## config.mk

```make
export PLATFORM = sky130hd
export DESIGN_NAME = timer_clear_capture_irq_ctrl
export DESIGN_NICKNAME = d
export VERILOG_FILES = /design/src/hw/tcc_pkg.sv /design/src/hw/cap_edge_detect.sv /design/src/hw/timer_clear_capture_irq_ctrl.sv
export VERILOG_INCLUDE_DIRS = /design/src /design/src/hw
export SDC_FILE = /design/constraint.sdc
export NUM_CORES = 1
export LEC_CHECK = 0
export CORE_MARGIN = 3
export CORE_UTILIZATION = 50
export CTS_BUF_LIST = sky130_fd_sc_hd__clkbuf_2
export DETAILED_ROUTE_END_ITERATION = 16
export DONT_BUFFER_PORTS = 1
export GPL_TIMING_DRIVEN = 1
export PLACE_DENSITY = 0.68
export SYNTH_ARGS = -nofsm -noshare
export SYNTH_HDL_FRONTEND = slang
export SYNTH_SLANG_ARGS = --single-unit
export TNS_END_PERCENT = 20
```

## constraint.sdc

```tcl
create_clock -name clk_sys -period 1.38 [get_ports clk_sys]
set_clock_uncertainty 0.1 [all_clocks]
set_input_delay 0.138 -clock clk_sys [delete_from_list [all_inputs] [get_ports clk_sys]]
set_output_delay 0.138 -clock clk_sys [all_outputs]
set_load 0.01 [all_outputs]
```

## src/hw/tcc_cfg.svh

```systemverilog
// Behaviour
// - Control register bits 7 and 6 always read 1; writes to them ignored.
// - Clear select 00 never clears, 01 on general one event, 10 on dedicated two.
// - Clear select 11 clears the counter together with the paired timer.
// - General one clear is compare match, or capture when in capture mode.
// - Second edge field: 00 none, 01 rising, 10 falling, 11 both edges.
// - Reset zeroes second edge field (compare); nonzero makes it capture.
// - First edge field: 00 none, 01 rising, 10 falling, 11 both edges.
// - Reset zeroes first edge field (compare); nonzero makes it capture.
// - Interrupt raised only when source enable is 1 and its flag is set.
// - Enable bit 4 gates overflow interrupt; resets to 0.
// - Enable bit 3 gates dedicated two match interrupt.
// - Enable register bits 7 to 5 always read 1 and are not writable.
// - Enable bit 2 gates dedicated one match interrupt; resets to 0.
// - Enable bits 1 and 0 gate general two and one events; reset 0.
// - Overflow flag sets when counter wraps from FFFF to 0000.
// - Flag cleared by reading it as 1 then writing 0 (ones ignored), or by writing 1 to the clear register.
`ifndef TCC_CFG_SVH
`define TCC_CFG_SVH

// Register word offsets
`define OFF_CTRL_LOW 4'h0
`define OFF_IRQ_ENABLE 4'h1
`define OFF_EVENT_FLAGS 4'h2
`define OFF_FLAG_CLEAR 4'h3

// Reset values
`define RST_CTRL_LOW 8'hC0
`define RST_IRQ_ENABLE 8'hE0
`define RST_EVENT_FLAGS 8'hE0

// Reserved bits reading as one
`define RSV_CTRL_LOW 2'b11
`define RSV_FLAGS_HIGH 3'b111

// Field positions
`define POS_CLR_SEL 4
`define POS_EDGE2 2
`define POS_EDGE1 0
`define POS_OVERFLOW 4
`define POS_DEDICATED2 3
`define POS_DEDICATED1 2
`define POS_GENERAL2 1
`define POS_GENERAL1 0

// Counter limits
`define CNT_MAX 16'hFFFF
`define CNT_MIN 16'h0000

`endif

```

## src/hw/tcc_pkg.sv

```systemverilog
package tcc_pkg;

	// Counter clear source
	typedef enum logic [1:0] {
		CLR_NONE = 2'b00,
		CLR_GR1 = 2'b01,
		CLR_DR2 = 2'b10,
		CLR_SYNC = 2'b11
	} clr_sel_e;

	// Capture edge choice
	typedef enum logic [1:0] {
		EDGE_OFF = 2'b00,
		EDGE_RISE = 2'b01,
		EDGE_FALL = 2'b10,
		EDGE_BOTH = 2'b11
	} edge_sel_e;

	typedef struct packed {
		clr_sel_e counter_clear_select;
		edge_sel_e second_capture_edge_select;
		edge_sel_e first_capture_edge_select;
	} ctrl_low_s;

	// One bit per interrupt source, bit 4 down to bit 0
	typedef struct packed {
		logic overflow_flag;
		logic dedicated2_match_flag;
		logic dedicated1_match_flag;
		logic general2_event_flag;
		logic general1_event_flag;
	} ev_s;

	typedef struct packed {
		logic [3:0] addr;
		logic [7:0] wdata;
		logic wr;
		logic rd;
	} bus_req_s;

	typedef struct packed {
		logic general_reg_one;
		logic general_reg_two;
		logic dedicated_reg_one;
		logic dedicated_reg_two;
	} match_s;

	typedef struct packed {
		logic s1;
		logic s2;
		logic s3;
		logic hit;
	} capsync_s;

	typedef struct packed {
		ctrl_low_s ctrl;
		ev_s ien;
		ev_s flags;
		ev_s armed;
		logic [7:0] rdata;
		logic [15:0] cnt_prev;
		logic cnt_clear;
	} top_state_s;

endpackage : tcc_pkg

```

## src/hw/cap_edge_detect.sv

```systemverilog
`timescale 1ns/10ps
module cap_edge_detect (
	input wire logic clk_sys,
	input wire logic nrst,
	input wire logic pin,
	input wire tcc_pkg::edge_sel_e edge_sel,
	output logic capture
);
	import tcc_pkg::*;

	capsync_s st_r;
	capsync_s st_nxt;
	logic rise;
	logic fall;

	// Edges come from the settled stages only; s1 may be metastable
	assign rise = st_r.s2 & ~st_r.s3;
	assign fall = ~st_r.s2 & st_r.s3;

	// Next state: shift the pin in, pick the qualifying edge
	always_comb begin
		st_nxt = st_r;
		st_nxt.s1 = pin;
		st_nxt.s2 = st_r.s1;
		st_nxt.s3 = st_r.s2;
		unique case (edge_sel)
			EDGE_OFF: st_nxt.hit = 1'b0;
			EDGE_RISE: st_nxt.hit = rise;
			EDGE_FALL: st_nxt.hit = fall;
			EDGE_BOTH: st_nxt.hit = rise | fall;
		endcase
	end

	// State register
	always_ff @(posedge clk_sys or negedge nrst) begin
		if (!nrst) begin
			st_r <= '0;
		end else begin
			st_r <= st_nxt;
		end
	end

	// One pulse per edge, straight from a flop
	assign capture = st_r.hit;

endmodule : cap_edge_detect

```

## src/hw/timer_clear_capture_irq_ctrl.sv

```systemverilog
// Our own choices: the plain strobed port and the register offsets.
`timescale 1ns/10ps
`include "tcc_cfg.svh"
module timer_clear_capture_irq_ctrl (
	input wire logic clk_sys,
	input wire logic nrst,
	input wire tcc_pkg::bus_req_s bus_req,
	output logic [7:0] bus_rdata,
	input wire logic [15:0] cnt_val,
	input wire tcc_pkg::match_s match_in,
	input wire logic pair_clear,
	input wire logic cap1_pin,
	input wire logic cap2_pin,
	output logic cnt_clear,
	output logic gr1_capture,
	output logic gr2_capture,
	output logic gr1_is_capture,
	output logic gr2_is_capture,
	output tcc_pkg::ev_s irq_req,
	output logic irq
);
	import tcc_pkg::*;

	top_state_s st_r;
	top_state_s st_nxt;

	// Decoded bus accesses
	logic wr_ctrl;
	logic wr_ien;
	logic wr_flags;
	logic wr_clear;
	logic rd_ctrl;
	logic rd_ien;
	logic rd_flags;

	// Events raised this cycle
	ev_s ev_set;
	ev_s ev_clr;
	logic wrap;
	logic gr1_event;
	logic gr2_event;
	logic clear_hit;

	// Read-back images
	logic [7:0] ctrl_img;
	logic [7:0] ien_img;
	logic [7:0] flags_img;

	//------------------------------------------------------------
	// Capture inputs: one synchroniser and edge picker per pin
	//------------------------------------------------------------

	// First general register capture path
	cap_edge_detect u_cap1 (
		.clk_sys(clk_sys),
		.nrst(nrst),
		.pin(cap1_pin),
		.edge_sel(st_r.ctrl.first_capture_edge_select),
		.capture(gr1_capture)
	);

	// Second general register capture path
	cap_edge_detect u_cap2 (
		.clk_sys(clk_sys),
		.nrst(nrst),
		.pin(cap2_pin),
		.edge_sel(st_r.ctrl.second_capture_edge_select),
		.capture(gr2_capture)
	);

	//------------------------------------------------------------
	// Register mode of each general register
	//------------------------------------------------------------

	// Any nonzero edge field turns compare into capture
	assign gr1_is_capture =
		(st_r.ctrl.first_capture_edge_select != EDGE_OFF);
	assign gr2_is_capture =
		(st_r.ctrl.second_capture_edge_select != EDGE_OFF);

	// Edge choice itself lives in the capture paths above
	// and follows the field value directly

	//------------------------------------------------------------
	// Source events
	//------------------------------------------------------------

	// Wrap seen as max followed by min on the counter bus
	assign wrap = (st_r.cnt_prev == `CNT_MAX) &&
		(cnt_val == `CNT_MIN);

	// Compare or capture, never both, per register mode
	assign gr1_event = gr1_is_capture ? gr1_capture :
		match_in.general_reg_one;
	assign gr2_event = gr2_is_capture ? gr2_capture :
		match_in.general_reg_two;

	// Gather the five flag set conditions
	always_comb begin
		ev_set = '0;
		ev_set.overflow_flag = wrap;
		ev_set.dedicated2_match_flag = match_in.dedicated_reg_two;
		ev_set.dedicated1_match_flag = match_in.dedicated_reg_one;
		ev_set.general2_event_flag = gr2_event;
		ev_set.general1_event_flag = gr1_event;
	end

	//------------------------------------------------------------
	// Counter clear source
	//------------------------------------------------------------

	// Select the clear trigger
	always_comb begin
		unique case (st_r.ctrl.counter_clear_select)
			CLR_NONE: clear_hit = 1'b0;
			CLR_GR1: clear_hit = gr1_event;
			CLR_DR2: clear_hit = match_in.dedicated_reg_two;
			CLR_SYNC: clear_hit = pair_clear;
		endcase
	end

	//------------------------------------------------------------
	// Bus decode
	//------------------------------------------------------------

	// Writes
	assign wr_ctrl = bus_req.wr && (bus_req.addr == `OFF_CTRL_LOW);
	assign wr_ien = bus_req.wr && (bus_req.addr == `OFF_IRQ_ENABLE);
	assign wr_flags = bus_req.wr && (bus_req.addr == `OFF_EVENT_FLAGS);
	assign wr_clear = bus_req.wr && (bus_req.addr == `OFF_FLAG_CLEAR);

	// Reads
	assign rd_ctrl = bus_req.rd && (bus_req.addr == `OFF_CTRL_LOW);
	assign rd_ien = bus_req.rd && (bus_req.addr == `OFF_IRQ_ENABLE);
	assign rd_flags = bus_req.rd && (bus_req.addr == `OFF_EVENT_FLAGS);

	//------------------------------------------------------------
	// Read-back images with reserved ones forced
	//------------------------------------------------------------

	// Control low: top two bits tied high
	assign ctrl_img = {`RSV_CTRL_LOW, st_r.ctrl};

	// Enable high: top three bits tied high
	assign ien_img = {`RSV_FLAGS_HIGH, st_r.ien};

	// Flags low: same reserved pattern
	assign flags_img = {`RSV_FLAGS_HIGH, st_r.flags};

	//------------------------------------------------------------
	// Flag clearing
	//------------------------------------------------------------

	// Write of 0 clears only a bit that was seen as 1 by a read;
	// writing 1 does nothing. The clear register is a shortcut that
	// skips the read step for drivers that poll.
	always_comb begin
		ev_clr = '0;
		if (wr_flags) begin
			ev_clr = st_r.armed & ~bus_req.wdata[4:0];
		end
		if (wr_clear) begin
			ev_clr = ev_clr | bus_req.wdata[4:0];
		end
	end

	//------------------------------------------------------------
	// Next state
	//------------------------------------------------------------

	always_comb begin
		st_nxt = st_r;

		// Counter history for wrap detection
		st_nxt.cnt_prev = cnt_val;

		// Clear strobe registered so the counter sees a clean pulse
		st_nxt.cnt_clear = clear_hit;

		// Control low: reserved bits never stored
		if (wr_ctrl) begin
			st_nxt.ctrl = ctrl_low_s'(bus_req.wdata[5:0]);
		end

		// Enable high: only the five enable bits stored
		if (wr_ien) begin
			st_nxt.ien = ev_s'(bus_req.wdata[4:0]);
		end

		// Sticky flags; a set in the clear cycle wins
		st_nxt.flags = (st_r.flags & ~ev_clr) | ev_set;

		// Arm bits seen as 1 by a read; a cleared bit disarms
		st_nxt.armed = st_r.armed & ~ev_clr;
		if (rd_flags) begin
			st_nxt.armed = st_nxt.armed | st_r.flags;
		end

		// Read data for the following cycle; unmapped reads zero
		st_nxt.rdata = 8'h00;
		if (rd_ctrl) begin
			st_nxt.rdata = ctrl_img;
		end
		if (rd_ien) begin
			st_nxt.rdata = ien_img;
		end
		if (rd_flags) begin
			st_nxt.rdata = flags_img;
		end
	end

	//------------------------------------------------------------
	// State register
	//------------------------------------------------------------

	// Reset loads documented initial values; reserved bits are
	// not stored, so only the low fields take the reset values
	always_ff @(posedge clk_sys or negedge nrst) begin
		if (!nrst) begin
			st_r.ctrl <= ctrl_low_s'(6'(`RST_CTRL_LOW));
			st_r.ien <= ev_s'(5'(`RST_IRQ_ENABLE));
			st_r.flags <= ev_s'(5'(`RST_EVENT_FLAGS));
			st_r.armed <= '0;
			st_r.rdata <= 8'h00;
			st_r.cnt_prev <= `CNT_MIN;
			st_r.cnt_clear <= 1'b0;
		end else begin
			st_r <= st_nxt;
		end
	end

	//------------------------------------------------------------
	// Outputs
	//------------------------------------------------------------

	// Register read data stands one cycle after the strobe
	assign bus_rdata = st_r.rdata;

	// Counter clear pulse from a flop, one cycle after the trigger
	assign cnt_clear = st_r.cnt_clear;

	// Per-source requests: flag and its enable both needed
	always_comb begin
		irq_req = st_r.flags & st_r.ien;
		irq_req.overflow_flag =
			st_r.flags.overflow_flag &
			st_r.ien.overflow_flag;
		irq_req.dedicated2_match_flag =
			st_r.flags.dedicated2_match_flag &
			st_r.ien.dedicated2_match_flag;
		irq_req.dedicated1_match_flag =
			st_r.flags.dedicated1_match_flag &
			st_r.ien.dedicated1_match_flag;
		irq_req.general2_event_flag =
			st_r.flags.general2_event_flag &
			st_r.ien.general2_event_flag;
		irq_req.general1_event_flag =
			st_r.flags.general1_event_flag &
			st_r.ien.general1_event_flag;
	end

	// Single level line; stays high until flags cleared or masked
	assign irq = |irq_req;

endmodule : timer_clear_capture_irq_ctrl

```

==> flow_metrics.tcl <==
set metrics [dict create \
    cts_tree "done" \
    fmax_ghz 0.522 \
    final_common_cell "dfrtp_1" \
    portBuffers 0 \
    drc_errors 0 \
    overflow 0 \
    die_w_um 73.3 \
    via_count 1676 \
    rsz0062_at_grt "yes" \
    reg2regPathDepth 3 \
    insertion_delay_ns 0.41 \
    holdPathEnd "st_r[26]" \
    synth_ff_type "dfrtp_1" \
    viasPerCell 5.72 \
    path_class "flop to output port" \
    power_density_nw_per_um2 1090 \
    synth_top_cell_area_share_pct 58.5 \
    dr.pass1.iters 4 \
    final_hold_viol_count 0 \
    seq_area_frac_synth_pct 58.5 \
    syn-cell-area_um2 2270 \
    cts_buffers 5 \
    p_clk_share_pct 18.1 \
    cp.arrival_ns 1.68 \
    whs_path_depth 3 \
    fin_crit_sh_pct 139 \
    grt_max_degree 54 \
    area_growth_pct 27.4 \
    layout.nets 285 \
    setup_ws_ns -0.537 \
    async_flop_share_pct 100 \
    antenna_found_initial 0 \
    grt_pass1_vias 1800 \
    die_y_um 73.3 \
    critPathSlowestCell "dfrtp_1" \
    switching_share_pct 28.1 \
    yosys-top-cells-area "dfrtp_1, mux2_2, o21ai_0" \
    grtUsageTotal_pct 21.4 \
    cts.clk_slew.worst_paths_ns 0.26 \
    clock-root-buffer "clkbuf_2" \
    maxSlewViolCount 0 \
    slew_headroom_pct 52.7 \
    core_region_area_um2 4170 \
    p_seq_share_pct 58.2 \
    place_hpwl_um 3570 \
    cp-start-kind "flop" \
    crit_path_max_incr_delay_ns 0.44 \
    ant_nets 0 \
    ios 58 \
    final_layout_size_suffix_gt1_share_pct 22.6 \
    yosysUniqueCellTypes 35 \
    end_kind "output port" \
    max_cap_viol_count 0 \
    violations "setup timing" \
    path_buf_inv 0 \
    path_max_fanout 2 \
    layout_common_cells "dfrtp_1, dlygate4sd3_1, buf_4" \
    placed_cells 241 \
    routabilityCongestion 0.843 \
    clock_path_buffers 2 \
    placementRows 23 \
    drtIter0Drc 88 \
    synth_edf_count 0 \
    setup_viol 7 \
    crit_required_ns 1.14 \
    vdd_drop_max_v 0.000741 \
    netSwitchingPower_w 0.000883 \
    fin_util_pct 69.2 \
    die_area_um2 5380 \
    yosys.area.top_type "dfrtp_1" \
    min_from "bus_req[3]" \
    worstPathCellList "and2_4 -> or2_1 -> or4_4" \
    wirelength_um 5390 \
    ys_ff_latch 53 \
    worstMarginPinSlew_ns 0.708 \
    netlist_instances 187 \
    antennaDiodeCount 0 \
    p_leak_nw 1.31 \
    internal-power_w 0.00227 \
    status "finished with violations" \
    synth.yosys.warnings 0 \
    htree_levels 2 \
    pwr-share-comb_pct 23.7 \
    r2r-end "flags_img[4]" \
    wl_per_cell_um 18.4 \
    cp_top_family "simple AND/OR/NAND/NOR gates" \
    fin_crit_ns 1.92 \
    layoutNonFillerInstCount 293 \
    syn_avg_cell_area_um2 12.1 \
    cts_sinks 53 \
    r2r_slack_ns 0.06 \
    grt_pass1_wl_um 8720 \
    hp-class "primary input to flop" \
    r2r-start "st_r[4]" \
    start_util_pct 54.3 \
    synthesis.nets 230 \
]
## cell usage after synthesis (2+ instances only)
cell	count
ha_1	4
o21ai_0	19
buf_6	2
nor3b_1	4
nand4_1	5
nand2_1	8
a21o_1	2
a2bb2oi_1	4
nor2b_1	5
nand3_1	6
and2_1	10
or2_2	2
or4_1	2
dfrtp_1	53
a21boi_0	2
nor2_1	7
buf_2	3
buf_4	9
mux2_2	12
a22o_1	5
inv_1	6
nor4_1	4
## cells by family after synthesis
logic type	share of synthesized area, %
flops	58.5
fa+ha+maj	2.21
mux	6.40
simple gates	16.5
xor+xnor	0.386
compound gates	10.4
buf+inv	5.63
## worst max path at each step
stage	startpoint	to	slack, ns	cells after the start
after global routing	ien_img[3]	irq	-0.61	3
final	ien_img[3]	irq	-0.54	3
after floorplan	flags_img[3]	irq	-0.03	3
after global placement	ien_img[3]	irq	-0.05	3
after CTS	ien_img[3]	irq	-0.56	3
after detailed placement	ien_img[3]	irq	-0.06	3
## state kept, by name, summed over array words and instances (netlist names)
name	cells
u_cap2.capture	1
u_cap2.st_r	1
st_r	21
ien_img	5
u_cap1.capture	1
ctrl_img	6
u_cap2.st_nxt	2
bus_rdata	7
u_cap1.st_nxt	2
cnt_clear	1
u_cap1.st_r	1
flags_img	5
## routing by layer
metal  wire, um  GRT usage [%]  vias to the layer above  share of wire, %
li1           -              -                      756                 -
met1       2210           27.7                      834                41
met2       2650           34.3                       71                49
met3        408           6.02                       15               7.6
met4        113           8.45                        0               2.1
met5          0              0                        -                 0
## what timing repair did
action / 4_1_cts / 5_1_grt
setup buffers: 2 / 3
resized for setup: 8 / 6
endpoints found under the setup margin: 8 / 35
endpoints found under the hold margin: 100 / 0
hold buffers: 39 / 0
pin swaps: 2 / 3
## power groups by stage
| stage | Clock, W | Sequential [W] | Combinational, W |
|---|---|---|---|
| after global placement | 0 | 0.00185 | 0.000497 |
| after detailed placement | 0 | 0.00186 | 0.000515 |
| after floorplan | 0 | 0.00184 | 0.000338 |
| after CTS | 0.000591 | 0.00183 | 0.000725 |
| final | 0.000570 | 0.00183 | 0.000747 |
| after global routing | 0.000650 | 0.00185 | 0.000814 |
## metrics by stage
step                worst slack (ns)  hold WS (ns)  total power [W]  area, um^2  TNS [ns]
floorplan                    -0.0279        -0.258          0.00218        2280   -0.0279
global placement             -0.0479        -0.256          0.00234        2370   -0.0479
detailed placement           -0.0606        -0.256          0.00237        2370   -0.0606
CTS                           -0.557       0.00427          0.00315        2850     -4.36
global route                  -0.613        0.0519          0.00332        2890     -1.18
finish                        -0.537        0.0464          0.00315        2890    -0.672
## worst min-delay path, cell delays in order
cell,delay (ns)
and2_1,0.13
o21ai_0,0.08
a22o_1,0.18
## cell type report
cell class | count | area, um^2
clock buffers | 5 | 25.0
multi-input cells | 114 | 841
well taps | 50 | 62.6
fillers | 312 | 1280
flip-flops and latches | 53 | 1330
clock inverters | 3 | 12.5
repair buffers | 62 | 599
inverters | 6 | 22.5
Power figures use the tool's default switching activity.
